`config.mk`:
```
export PLATFORM = sky130hd
export DESIGN_NAME = two_level_interrupt_controller
export DESIGN_NICKNAME = d
export VERILOG_FILES = /design/src/design/irq_ctrl_pkg.sv /design/src/design/two_level_interrupt_controller.sv
export SDC_FILE = /design/constraint.sdc
export NUM_CORES = 1
export LEC_CHECK = 0
export ABC_AREA = 0
export BUFFER_PORTS_ARGS = -buffer_cell sky130_fd_sc_hd__buf_2
export CAP_MARGIN = 0
export CORE_ASPECT_RATIO = 0.5
export CORE_UTILIZATION = 48
export DETAILED_ROUTE_END_ITERATION = 7
export PLACE_DENSITY = 0.83
export SLEW_MARGIN = 20
export SYNTH_ARGS = -nofsm -noshare
export SYNTH_HDL_FRONTEND = slang
export SYNTH_SLANG_ARGS = --single-unit
```
`constraint.sdc`:
```
create_clock -name clk -period 2.55 [get_ports clk]
set_input_delay 0.3825 -clock clk [delete_from_list [all_inputs] [get_ports clk]]
set_output_delay 0.3825 -clock clk [all_outputs]
set_load 0.02 [all_outputs]
```
`src/design/irq_ctrl_pkg.sv`:
```
// Purpose: shared constants, types and vector lookup of the two level interrupt controller
// Assumes: source index 0 is first in the polling order, index 10 is last
// Notes: register indices are word indices; the byte address is four times the index
package irq_ctrl_pkg;

    localparam int NUM_SOURCES = 11;   // independent interrupt sources
    localparam int ADDR_W = 12;        // apb address width

    ////////////////////////////////////////////////////////////////////////////
    // register word indices (byte address = index * 4)
    localparam logic [9:0] IDX_ENABLE_MAIN = 10'h0a8;
    localparam logic [9:0] IDX_ENABLE_PRIORITY_AUX = 10'h0a9;
    localparam logic [9:0] IDX_PRIORITY_MAIN = 10'h0b8;
    localparam logic [9:0] IDX_IRQ_STATUS = 10'h0c0;
    localparam logic [9:0] IDX_IRQ_MASK = 10'h0c1;
    localparam logic [9:0] IDX_WATCHDOG_CFG = 10'h0c2;

    // reset values
    localparam logic [7:0] RST_ENABLE_MAIN = 8'h00;
    localparam logic [7:0] RST_ENABLE_PRIORITY_AUX = 8'ha0;
    localparam logic [7:0] RST_PRIORITY_MAIN = 8'h00;
    localparam logic [10:0] RST_IRQ_STATUS = 11'h000;
    localparam logic [10:0] RST_IRQ_MASK = 11'h000;
    localparam logic [7:0] RST_WATCHDOG_CFG = 8'h00;

    ////////////////////////////////////////////////////////////////////////////
    // bit positions, main enable and main priority share one layout
    localparam int BIT_GLOBAL_GATE = 7;
    localparam int BIT_CONVERTER = 6;
    localparam int BIT_TIMER_TWO = 5;
    localparam int BIT_UART = 4;
    localparam int BIT_TIMER_ONE = 3;
    localparam int BIT_EXT_LINE1 = 2;
    localparam int BIT_TIMER_ZERO = 1;
    localparam int BIT_EXT_LINE0 = 0;
    // aux register
    localparam int BIT_INTERVAL_LEVEL = 6;
    localparam int BIT_SUPPLY_MON_LEVEL = 5;
    localparam int BIT_SPI_LEVEL = 4;
    localparam int BIT_AUX_MUST_ZERO = 3;
    localparam int BIT_INTERVAL_ON = 2;
    localparam int BIT_SUPPLY_MON_ON = 1;
    localparam int BIT_SPI_ON = 0;
    // watchdog config: mode bit and timeout field
    localparam int BIT_WATCHDOG_IRQ_MODE = 0;
    localparam int WD_TIMEOUT_LSB = 4;
    localparam int WD_TIMEOUT_MSB = 7;

    ////////////////////////////////////////////////////////////////////////////
    // source indices in polling order
    localparam logic [3:0] SRC_SUPPLY_MON = 4'h0;
    localparam logic [3:0] SRC_WATCHDOG = 4'h1;
    localparam logic [3:0] SRC_EXT_LINE0 = 4'h2;
    localparam logic [3:0] SRC_CONVERTER = 4'h3;
    localparam logic [3:0] SRC_TIMER_ZERO = 4'h4;
    localparam logic [3:0] SRC_EXT_LINE1 = 4'h5;
    localparam logic [3:0] SRC_TIMER_ONE = 4'h6;
    localparam logic [3:0] SRC_SPI = 4'h7;
    localparam logic [3:0] SRC_UART = 4'h8;
    localparam logic [3:0] SRC_TIMER_TWO = 4'h9;
    localparam logic [3:0] SRC_INTERVAL = 4'ha;

    // raw flags raised by the peripherals
    typedef struct packed {
        logic supply_mon_request;
        logic watchdog_request;
        logic ext_line0_flag;
        logic main_converter_ready;
        logic aux_converter_ready;
        logic timer_zero_overflow;
        logic ext_line1_flag;
        logic timer_one_overflow;
        logic spi_done_flag;
        logic uart_rx_done;
        logic uart_tx_done;
        logic timer_two_overflow;
        logic timer_two_external_flag;
        logic interval_counter_flag;
    } source_flags_s;

    // grant offered to the core
    typedef struct packed {
        logic valid;
        logic high_level;
        logic [3:0] source;
        logic [15:0] vector;
    } grant_s;

    // vector address of each source
    function automatic logic [15:0] vector_of(input logic [3:0] src);
        case (src)
            SRC_EXT_LINE0: vector_of = 16'h0003;
            SRC_TIMER_ZERO: vector_of = 16'h000b;
            SRC_EXT_LINE1: vector_of = 16'h0013;
            SRC_TIMER_ONE: vector_of = 16'h001b;
            SRC_UART: vector_of = 16'h0023;
            SRC_TIMER_TWO: vector_of = 16'h002b;
            SRC_CONVERTER: vector_of = 16'h0033;
            SRC_SPI: vector_of = 16'h003b;
            SRC_SUPPLY_MON: vector_of = 16'h0043;
            SRC_INTERVAL: vector_of = 16'h0053;
            SRC_WATCHDOG: vector_of = 16'h005b;
            default: vector_of = 16'h0000;
        endcase
    endfunction

endpackage

```
`src/design/two_level_interrupt_controller.sv`:
```
// Purpose: eleven source, two level interrupt controller with apb registers
// Assumes: source flags come from logic on clk; the core acks a grant and pulses return at end of service
// Notes: watchdog bypasses the global gate and is always high level
//
// Notes on behaviour
// - eleven sources, two priority levels
// - main enable bit 7 gates maskable sources
// - main enable holds per source enables
// - main priority bits, same layout, bit7 reserved
// - aux register priority bits 6,5,4
// - aux register enable bits 2,1,0
// - high request preempts low service routine
// - simultaneous levels: high granted first
// - same level never preempts running routine
// - fixed polling order within one level
// - grant tells core to push program counter
// - granted source supplies its vector address
// - watchdog interrupts only in interrupt mode
// - watchdog always high priority
// - global gate never masks watchdog
// - watchdog interrupt needs nonzero timeout
`timescale 1ns/1ps

module two_level_interrupt_controller (
    input wire logic clk,
    input wire logic sys_rst,
    input wire logic psel,
    input wire logic penable,
    input wire logic pwrite,
    input wire logic [irq_ctrl_pkg::ADDR_W-1:0] paddr,
    input wire logic [31:0] pwdata,
    output logic [31:0] prdata,
    output logic pready,
    output logic pslverr,
    input wire irq_ctrl_pkg::source_flags_s flags,
    output irq_ctrl_pkg::grant_s grant,
    input wire logic irq_ack,
    input wire logic irq_return,
    output logic push_pc,
    output logic watchdog_reset_req,
    output logic irq_out
);

    ////////////////////////////////////////////////////////////////////////////
    // state declarations
    typedef enum logic {ST_IDLE, ST_OFFER} offer_state_e;

    offer_state_e state_reg, state_next;
    logic [7:0] enable_main_reg, enable_main_next;   // global gate and enables
    logic [7:0] aux_reg, aux_next;                   // aux priorities and enables
    logic [7:0] priority_main_reg, priority_main_next;
    logic [7:0] wd_cfg_reg, wd_cfg_next;             // watchdog mode and timeout
    logic [10:0] status_reg, status_next;            // sticky event bits
    logic [10:0] mask_reg, mask_next;
    logic [10:0] raw_prev_reg, raw_prev_next;        // for rising edge events
    logic [31:0] prdata_reg, prdata_next;
    logic wd_pend_reg, wd_pend_next;                 // latched watchdog timeout
    logic in_high_reg, in_high_next;                 // high level routine running
    logic in_low_reg, in_low_next;                   // low level routine running
    irq_ctrl_pkg::grant_s grant_reg, grant_next;
    logic push_pc_reg, push_pc_next;
    logic wd_reset_reg, wd_reset_next;

    logic [10:0] raw;       // per source request before enables
    logic [10:0] req;       // enabled and gated requests
    logic [10:0] level;     // one means high level
    logic [10:0] hi_req;
    logic [10:0] lo_req;
    logic [10:0] cand;      // set allowed to win now
    logic [3:0] win_idx;
    logic win_found;
    logic start_offer;
    logic wd_irq_ok;
    logic setup;
    logic access;
    logic mapped;
    logic [9:0] word_idx;
    logic [10:0] status_clr;

    ////////////////////////////////////////////////////////////////////////////
    // lowest set index wins, so index order is the polling order
    function automatic logic [4:0] first_set(input logic [10:0] v);
        logic [4:0] r;
        r = 5'h00;
        for (int i = irq_ctrl_pkg::NUM_SOURCES - 1; i >= 0; i--) begin
            if (v[i]) begin
                r = {1'b1, 4'(i)};
            end
        end
        first_set = r;
    endfunction

    ////////////////////////////////////////////////////////////////////////////
    // source requests, enables and levels
    always_comb begin
        raw = '0;
        raw[irq_ctrl_pkg::SRC_SUPPLY_MON] = flags.supply_mon_request;
        raw[irq_ctrl_pkg::SRC_WATCHDOG] = wd_pend_reg;
        raw[irq_ctrl_pkg::SRC_EXT_LINE0] = flags.ext_line0_flag;
        raw[irq_ctrl_pkg::SRC_CONVERTER] = flags.main_converter_ready | flags.aux_converter_ready;
        raw[irq_ctrl_pkg::SRC_TIMER_ZERO] = flags.timer_zero_overflow;
        raw[irq_ctrl_pkg::SRC_EXT_LINE1] = flags.ext_line1_flag;
        raw[irq_ctrl_pkg::SRC_TIMER_ONE] = flags.timer_one_overflow;
        raw[irq_ctrl_pkg::SRC_SPI] = flags.spi_done_flag;
        raw[irq_ctrl_pkg::SRC_UART] = flags.uart_rx_done | flags.uart_tx_done;
        raw[irq_ctrl_pkg::SRC_TIMER_TWO] = flags.timer_two_overflow | flags.timer_two_external_flag;
        raw[irq_ctrl_pkg::SRC_INTERVAL] = flags.interval_counter_flag;
        // individual enables
        req = '0;
        req[irq_ctrl_pkg::SRC_SUPPLY_MON] = aux_reg[irq_ctrl_pkg::BIT_SUPPLY_MON_ON];
        req[irq_ctrl_pkg::SRC_EXT_LINE0] = enable_main_reg[irq_ctrl_pkg::BIT_EXT_LINE0];
        req[irq_ctrl_pkg::SRC_CONVERTER] = enable_main_reg[irq_ctrl_pkg::BIT_CONVERTER];
        req[irq_ctrl_pkg::SRC_TIMER_ZERO] = enable_main_reg[irq_ctrl_pkg::BIT_TIMER_ZERO];
        req[irq_ctrl_pkg::SRC_EXT_LINE1] = enable_main_reg[irq_ctrl_pkg::BIT_EXT_LINE1];
        req[irq_ctrl_pkg::SRC_TIMER_ONE] = enable_main_reg[irq_ctrl_pkg::BIT_TIMER_ONE];
        req[irq_ctrl_pkg::SRC_SPI] = aux_reg[irq_ctrl_pkg::BIT_SPI_ON];
        req[irq_ctrl_pkg::SRC_UART] = enable_main_reg[irq_ctrl_pkg::BIT_UART];
        req[irq_ctrl_pkg::SRC_TIMER_TWO] = enable_main_reg[irq_ctrl_pkg::BIT_TIMER_TWO];
        req[irq_ctrl_pkg::SRC_INTERVAL] = aux_reg[irq_ctrl_pkg::BIT_INTERVAL_ON];
        // global gate, watchdog stays outside it
        req = req & raw & {11{enable_main_reg[irq_ctrl_pkg::BIT_GLOBAL_GATE]}};
        req[irq_ctrl_pkg::SRC_WATCHDOG] = wd_pend_reg;
        // levels
        level = '0;
        level[irq_ctrl_pkg::SRC_SUPPLY_MON] = aux_reg[irq_ctrl_pkg::BIT_SUPPLY_MON_LEVEL];
        level[irq_ctrl_pkg::SRC_WATCHDOG] = 1'b1;
        level[irq_ctrl_pkg::SRC_EXT_LINE0] = priority_main_reg[irq_ctrl_pkg::BIT_EXT_LINE0];
        level[irq_ctrl_pkg::SRC_CONVERTER] = priority_main_reg[irq_ctrl_pkg::BIT_CONVERTER];
        level[irq_ctrl_pkg::SRC_TIMER_ZERO] = priority_main_reg[irq_ctrl_pkg::BIT_TIMER_ZERO];
        level[irq_ctrl_pkg::SRC_EXT_LINE1] = priority_main_reg[irq_ctrl_pkg::BIT_EXT_LINE1];
        level[irq_ctrl_pkg::SRC_TIMER_ONE] = priority_main_reg[irq_ctrl_pkg::BIT_TIMER_ONE];
        level[irq_ctrl_pkg::SRC_SPI] = aux_reg[irq_ctrl_pkg::BIT_SPI_LEVEL];
        level[irq_ctrl_pkg::SRC_UART] = priority_main_reg[irq_ctrl_pkg::BIT_UART];
        level[irq_ctrl_pkg::SRC_TIMER_TWO] = priority_main_reg[irq_ctrl_pkg::BIT_TIMER_TWO];
        level[irq_ctrl_pkg::SRC_INTERVAL] = aux_reg[irq_ctrl_pkg::BIT_INTERVAL_LEVEL];
    end

    ////////////////////////////////////////////////////////////////////////////
    // arbitration: high set beats low set, polling order inside a set
    always_comb begin
        hi_req = req & level;
        lo_req = req & ~level;
        cand = '0;
        if (!in_high_reg && (|hi_req)) begin
            cand = hi_req;
        end else if (!in_high_reg && !in_low_reg) begin
            cand = lo_req;
        end
        {win_found, win_idx} = first_set(cand);
        start_offer = (state_reg == ST_IDLE) && win_found;
    end

    ////////////////////////////////////////////////////////////////////////////
    // grant and in-service tracking
    always_comb begin
        state_next = state_reg;
        grant_next = grant_reg;
        in_high_next = in_high_reg;
        in_low_next = in_low_reg;
        push_pc_next = 1'b0;
        // a return closes the innermost routine, which is the high one if both run
        if (irq_return) begin
            if (in_high_reg) begin
                in_high_next = 1'b0;
            end else begin
                in_low_next = 1'b0;
            end
        end
        case (state_reg)
            ST_IDLE: begin
                if (start_offer) begin
                    grant_next.valid = 1'b1;
                    grant_next.source = win_idx;
                    grant_next.high_level = level[win_idx];
                    grant_next.vector = irq_ctrl_pkg::vector_of(win_idx);
                    state_next = ST_OFFER;
                end
            end
            ST_OFFER: begin
                // offer held until taken; a late high request waits one grant
                if (irq_ack) begin
                    grant_next.valid = 1'b0;
                    push_pc_next = 1'b1;
                    if (grant_reg.high_level) begin
                        in_high_next = 1'b1;
                    end else begin
                        in_low_next = 1'b1;
                    end
                    state_next = ST_IDLE;
                end
            end
            default: begin
                state_next = ST_IDLE;
                grant_next.valid = 1'b0;
            end
        endcase
    end

    ////////////////////////////////////////////////////////////////////////////
    // watchdog timeout handling
    always_comb begin
        wd_irq_ok = wd_cfg_reg[irq_ctrl_pkg::BIT_WATCHDOG_IRQ_MODE]
                    && (wd_cfg_reg[irq_ctrl_pkg::WD_TIMEOUT_MSB:irq_ctrl_pkg::WD_TIMEOUT_LSB] != 4'h0);
        wd_pend_next = wd_pend_reg;
        if ((state_reg == ST_OFFER) && irq_ack && (grant_reg.source == irq_ctrl_pkg::SRC_WATCHDOG)) begin
            wd_pend_next = 1'b0;
        end
        // set wins over the clear of the same cycle
        if (flags.watchdog_request && wd_irq_ok) begin
            wd_pend_next = 1'b1;
        end
        wd_reset_next = flags.watchdog_request
                        && !wd_cfg_reg[irq_ctrl_pkg::BIT_WATCHDOG_IRQ_MODE];
    end

    ////////////////////////////////////////////////////////////////////////////
    // apb slave, zero wait states, read data captured in setup
    always_comb begin
        setup = psel && !penable;
        access = psel && penable;
        word_idx = paddr[irq_ctrl_pkg::ADDR_W-1:2];
        mapped = (paddr[1:0] == 2'b00) && ((word_idx == irq_ctrl_pkg::IDX_ENABLE_MAIN)
                 || (word_idx == irq_ctrl_pkg::IDX_ENABLE_PRIORITY_AUX)
                 || (word_idx == irq_ctrl_pkg::IDX_PRIORITY_MAIN)
                 || (word_idx == irq_ctrl_pkg::IDX_IRQ_STATUS)
                 || (word_idx == irq_ctrl_pkg::IDX_IRQ_MASK)
                 || (word_idx == irq_ctrl_pkg::IDX_WATCHDOG_CFG));
        prdata_next = prdata_reg;
        if (setup && !pwrite) begin
            case (mapped ? word_idx : 10'h000)
                irq_ctrl_pkg::IDX_ENABLE_MAIN: prdata_next = {24'h000000, enable_main_reg};
                irq_ctrl_pkg::IDX_ENABLE_PRIORITY_AUX: prdata_next = {24'h000000, aux_reg};
                irq_ctrl_pkg::IDX_PRIORITY_MAIN: prdata_next = {24'h000000, priority_main_reg};
                irq_ctrl_pkg::IDX_IRQ_STATUS: prdata_next = {21'h00000, status_reg};
                irq_ctrl_pkg::IDX_IRQ_MASK: prdata_next = {21'h00000, mask_reg};
                irq_ctrl_pkg::IDX_WATCHDOG_CFG: prdata_next = {24'h000000, wd_cfg_reg};
                default: prdata_next = 32'h00000000;
            endcase
        end
        enable_main_next = enable_main_reg;
        aux_next = aux_reg;
        priority_main_next = priority_main_reg;
        mask_next = mask_reg;
        wd_cfg_next = wd_cfg_reg;
        status_clr = '0;
        if (access && pwrite && mapped) begin
            case (word_idx)
                irq_ctrl_pkg::IDX_ENABLE_MAIN: enable_main_next = pwdata[7:0];
                // bit 3 is kept zero whatever software writes
                irq_ctrl_pkg::IDX_ENABLE_PRIORITY_AUX: aux_next = pwdata[7:0] & 8'hf7;
                irq_ctrl_pkg::IDX_PRIORITY_MAIN: priority_main_next = {1'b0, pwdata[6:0]};
                irq_ctrl_pkg::IDX_IRQ_MASK: mask_next = pwdata[10:0];
                irq_ctrl_pkg::IDX_WATCHDOG_CFG: wd_cfg_next = pwdata[7:0] & 8'hf1;
                default: status_clr = '0;
            endcase
        end
        // clear only what the read returned, so an event after setup survives
        if (access && !pwrite && (word_idx == irq_ctrl_pkg::IDX_IRQ_STATUS) && mapped) begin
            status_clr = prdata_reg[10:0];
        end
        raw_prev_next = raw;
        status_next = (status_reg & ~status_clr) | (raw & ~raw_prev_reg);
    end

    ////////////////////////////////////////////////////////////////////////////
    // registers
    always_ff @(posedge clk or posedge sys_rst) begin
        if (sys_rst) begin
            state_reg <= ST_IDLE;
            enable_main_reg <= irq_ctrl_pkg::RST_ENABLE_MAIN;
            aux_reg <= irq_ctrl_pkg::RST_ENABLE_PRIORITY_AUX;
            priority_main_reg <= irq_ctrl_pkg::RST_PRIORITY_MAIN;
            wd_cfg_reg <= irq_ctrl_pkg::RST_WATCHDOG_CFG;
            status_reg <= irq_ctrl_pkg::RST_IRQ_STATUS;
            mask_reg <= irq_ctrl_pkg::RST_IRQ_MASK;
            raw_prev_reg <= '0;
            prdata_reg <= 32'h00000000;
            wd_pend_reg <= 1'b0;
            in_high_reg <= 1'b0;
            in_low_reg <= 1'b0;
            grant_reg <= '0;
            push_pc_reg <= 1'b0;
            wd_reset_reg <= 1'b0;
        end else begin
            state_reg <= state_next;
            enable_main_reg <= enable_main_next;
            aux_reg <= aux_next;
            priority_main_reg <= priority_main_next;
            wd_cfg_reg <= wd_cfg_next;
            status_reg <= status_next;
            mask_reg <= mask_next;
            raw_prev_reg <= raw_prev_next;
            prdata_reg <= prdata_next;
            wd_pend_reg <= wd_pend_next;
            in_high_reg <= in_high_next;
            in_low_reg <= in_low_next;
            grant_reg <= grant_next;
            push_pc_reg <= push_pc_next;
            wd_reset_reg <= wd_reset_next;
        end
    end

    // outputs
    assign prdata = prdata_reg;
    assign pready = access;
    assign pslverr = access && !mapped;
    assign grant = grant_reg;
    assign push_pc = push_pc_reg;
    assign watchdog_reset_req = wd_reset_reg;
    assign irq_out = |(status_reg & mask_reg);

    ////////////////////////////////////////////////////////////////////////////
    // checks
    chk_vector_lookup: assert property (@(posedge clk) disable iff (sys_rst)
        start_offer |=> grant.valid && (grant.vector == irq_ctrl_pkg::vector_of($past(win_idx))))
        else $error("vector does not match granted source");

    chk_gate_closed: assert property (@(posedge clk) disable iff (sys_rst)
        start_offer && !enable_main_reg[irq_ctrl_pkg::BIT_GLOBAL_GATE]
        |-> win_idx == irq_ctrl_pkg::SRC_WATCHDOG)
        else $error("maskable source granted with gate closed");

    chk_wd_ungated: assert property (@(posedge clk) disable iff (sys_rst)
        wd_pend_reg && !in_high_reg && (state_reg == ST_IDLE) |=> grant.valid && grant.high_level)
        else $error("pending watchdog not granted at high level");

    chk_high_preempt: assert property (@(posedge clk) disable iff (sys_rst)
        in_low_reg && !in_high_reg && (|hi_req) && (state_reg == ST_IDLE) |=> grant.valid && grant.high_level)
        else $error("high request did not preempt low routine");

    chk_level_first: assert property (@(posedge clk) disable iff (sys_rst)
        start_offer && (|hi_req) && !in_high_reg |-> level[win_idx])
        else $error("low level granted over high level");

    chk_same_level: assert property (@(posedge clk) disable iff (sys_rst)
        in_high_reg || (in_low_reg && !(|hi_req)) |-> !start_offer)
        else $error("same level request preempted routine");

    chk_poll_order: assert property (@(posedge clk) disable iff (sys_rst)
        start_offer |-> ((cand & ((11'h001 << win_idx) - 11'h001)) == 11'h000) && cand[win_idx])
        else $error("polling order broken");

    chk_push_on_ack: assert property (@(posedge clk) disable iff (sys_rst)
        (state_reg == ST_OFFER) && irq_ack |=> push_pc && !grant.valid ##1 !push_pc)
        else $error("push strobe missing after grant taken");

    chk_wd_reset_mode: assert property (@(posedge clk) disable iff (sys_rst)
        flags.watchdog_request |=> watchdog_reset_req == !$past(wd_cfg_reg[irq_ctrl_pkg::BIT_WATCHDOG_IRQ_MODE]))
        else $error("watchdog reset or interrupt choice wrong");

    chk_wd_zero_timeout: assert property (@(posedge clk) disable iff (sys_rst)
        flags.watchdog_request && !wd_pend_reg && !wd_irq_ok |=> !wd_pend_reg)
        else $error("watchdog pending with zero timeout or reset mode");

    chk_aux_bit3: assert property (@(posedge clk) disable iff (sys_rst)
        !aux_reg[irq_ctrl_pkg::BIT_AUX_MUST_ZERO])
        else $error("aux reserved bit set");

    chk_uart_combined: assert property (@(posedge clk) disable iff (sys_rst)
        (flags.uart_rx_done || flags.uart_tx_done) |-> raw[irq_ctrl_pkg::SRC_UART])
        else $error("uart flag lost");

endmodule

```
==> metrics.md <==
| Metric | Value |
|---|---|
| Status | finished with violations |
| Failing checks | negative setup slack |
| FMAX | 358.0 MHz |
| Clk slew on worst S/H paths | 0.07 ns |
| Worst setup margin | -0.2432 ns |
| Type of the worst setup path | register to register |
| Total congestion overflow | 0 |
| Die span in y | 72.80 um |
| Synth Area in Compound Gates | 0.1856 |
| Worst EP arrival | about 3 ns |
| Initial Utilization | 0.5011 |
| Final Power | about 4.0 mW |
| Slew @ Worst Pin | 0.8143 ns |
| Fin crit share | 1.095 |
| Fill cells | 723 |
| Dominant synthesized flop cell | dfrtp_1 |
| Rel. slew slack | 0.4547 |
| Clk Latency, worst-skew pair | 0.35 ns |
| Mapped Cells | roughly 460 |
| Largest net degree at the start of global routing | 75 |
| Layout Cells excl Fill | 771 |
| Largest family of logic cells by synthesized area | compound AO/OA/AOI/OAI gates |
| Mux contribution to synthesized area | 0.1087 |
| Placement Setup Slack | -0.3198 ns |
| Synth Area in Simple Gates | 0.1586 |
| Clock Skews | roughly 0.010 ns |
| Pins over their slew limit | 0 |
| Final setup violation count | 10 |
| Maximum fanout along the worst path | 5 |
| Share of the synthesized area in the top cell type | 0.4472 |
| Antenna viol nets, final | 0 |
| Sequential fraction of the synthesis area | 0.4581 |
| Layout Nets | about 700 |
| Root Driver | clkbuf_16 |
| Share of cells above drive strength 1 | 0.4465 |
| Number of remaining DRC errors | 0 |
| Worst ir drop on vdd | ~0.00049 V |
| Area grow syn2layout | 34.95% |
| Drt first pass iters | 5 |
| Most frequent cells after synthesis | dfrtp_1 (86), nand2_1 (40), nor2_1 (35), buf_4 (33), a21oi_1 (27) |
| H-Tree Depth | 3 |
| Via count | around 4.4k |
| Total CTS buffers | 9 |
| Design area | ~6500 sq um |
| Worst path required time | around 2.8 ns |
| Number of max-cap violations | 0 |
| Worst setup SP type | register |
| Port bufs | between 70 and 80 |
| Final Hold Viols | 0 |
| Mean Syn Cell Area | roughly 11 sq um |
| Static leakage | about 3.1 nW |
| Die X | approximately 140 um |
| Top-count cell post-synth | dfrtp_1 |
| Post-Route WL | 14670 um |
| Core area | around 9600 sq um |
| CTS tree | yes |
| Initial antenna violation count | 0 |
| Row Count | 25 |
| First-pass GRT wire length | 22560 um |
| Placed Area | roughly 6000 sq um |
| # diodes | 0 |
| Post-Synth Adder-Cell Area | 0 |
| Synth unique cells | between 70 and 80 |
| Mapped Area | slightly below 5000 sq um |
| HP Class | input port to async pin |
| Pwr per Cell Area | 622.7 nW/um^2 |
| Area leader, netlist | dfrtp_1 |
| Post-Synth XOR/XNOR Area | 0.001820 |
| Min Tclk post-route | between 2 and 3 ns |
| Top post-synthesis cells by area | dfrtp_1 (45%), mux2_2 (5.4%), buf_4 (5.1%), mux2_1 (4.4%), nand2_1 (3.1%) |
| Worst setup EP type | register |
| Placed cell count | approximately 740 |
| Ports | approximately 120 |
| Starting DRT DRC Count | 360 |
| Synth warnings | 0 |
| Via-per-instance ratio | approximately 5.7 |
| DIE AREA | ~10000 sq um |
| Post-synth EDFFs | 0 |
| Final GP Congestion | 0.8919 |
| Asr flop ratio synth | 1.000 |
| Post-DP HPWL | roughly 11000 um |
| WL/cell | around 19 um |
| Post-synthesis sequential element count | 88 |
| RSZ-0062 raised after global routing | true |
| Number of global-route vias before repair | between 4k and 5k |
| GRT Overall Usage | 0.2949 |
| Clk sinks | a little under 90 |
| Clock buffer depth | 2 |
| Layout Utilization | 0.6762 |
==> cell usage in the layout, fill, tap and decap left out, types with 3 or more instances in the layout <==
cell type,n
buf_6,6
mux2_4,19
a21oi_1,26
inv_1,22
mux2i_1,4
clkbuf_16,9
nor2_2,4
dfrtp_1,85
nand3_1,13
a22o_1,8
a221oi_1,4
a222oi_1,4
conb_1,31
nor2b_1,4
or2_4,3
nand2_1,39
buf_4,94
buf_12,5
mux2_1,7
nand4_1,3
nor2_1,32
nor3b_1,3
clkbuf_8,3
mux2_2,16
nor3_1,3
a22oi_1,11
buf_2,71
nand3b_1,6
o22ai_1,3
o21ai_0,24
==> critical path, cell delays in order, from the launching register on <==
cell and delay, ns:
dfrtp_2 0.44, buf_6 0.15, o2111ai_4 0.09, o2111ai_4 0.19
buf_6 0.16, nor4_4 0.25, buf_4 0.18, o211ai_2 0.09
a22oi_2 0.29, buf_4 0.18, mux2i_4 0.24, nor2_2 0.07
o31ai_4 0.19, a41oi_2 0.13
==> area by class of cell <==
| cell class | instances | area [sq um] | area share |
|---|---|---|---|
| clock inverters | 4 | 27.53 | 0.004239 |
| repair buffers | 176 | 1229 | 0.1892 |
| flip-flops and latches | 88 | 2206 | 0.3397 |
| well taps | 135 | 168.9 | 0.02601 |
| inverters | 24 | 93.84 | 0.01445 |
| multi-input cells | 332 | 2502 | 0.3854 |
| clock buffers | 12 | 266.5 | 0.04104 |
==> per-stage QoR <==
| step | TNS [ns] | hold WS [ns] |
|---|---|---|
| after floorplan | -1.940 | 0.3996 |
| after global placement | -6.748 | 0.3859 |
| after detailed placement | -8.699 | 0.3920 |
| after CTS | -0.8579 | 0.02041 |
| after global routing | -2.564 | 0.04017 |
| final | -1.353 | 0.01307 |
==> report_power, final <==
part / switching (mW) / internal, mW
clock network: 0.559 / 0.741
logic: 0.604 / 0.503
registers: 0.108 / 1.53
total: 1.27 / 2.77
==> metal layers <==
layer / wire length [um] / global-route usage
met5: 0 / 0
met3: 1285 / 0.08268
met2: 6771 / 0.4676
met4: 443 / 0.1312
met1: 6173 / 0.3814
==> cells by family after synthesis <==
family	count (synthesis)
mux	47
other cells	1
flops	88
buf+inv	68
simple gates	139
compound gates	114
xor+xnor	1
==> what timing repair did <==
item                       CTS  global route
hold buffers                 0             0
setup buffers               11             4
setup endpoints to repair   11            12
gates cloned                 0             0
pin swaps                   19            13
gates resized for setup     24             8
==> worst paths after layout <==
| path | from | endpoint | slack (ns) | cells after the start |
|---|---|---|---|---|
| worst max-delay path | enable_main_reg[7] | grant[20] | -0.24 | 13 |
| worst min-delay path | sys_rst | grant[5] | 0.01 | 2 |
| worst max register to register | enable_main_reg[7] | grant[20] | -0.24 | 13 |
| worst min register to register | raw_prev_reg[2] | status_reg[2] | 0.42 | 1 |
| max in group asynchronous | sys_rst | raw_prev_reg[2] | 1.82 | 3 |
| min in group clk | flags[11] | raw_prev_reg[2] | 0.25 | 1 |
(Power assumes the default switching activity.)
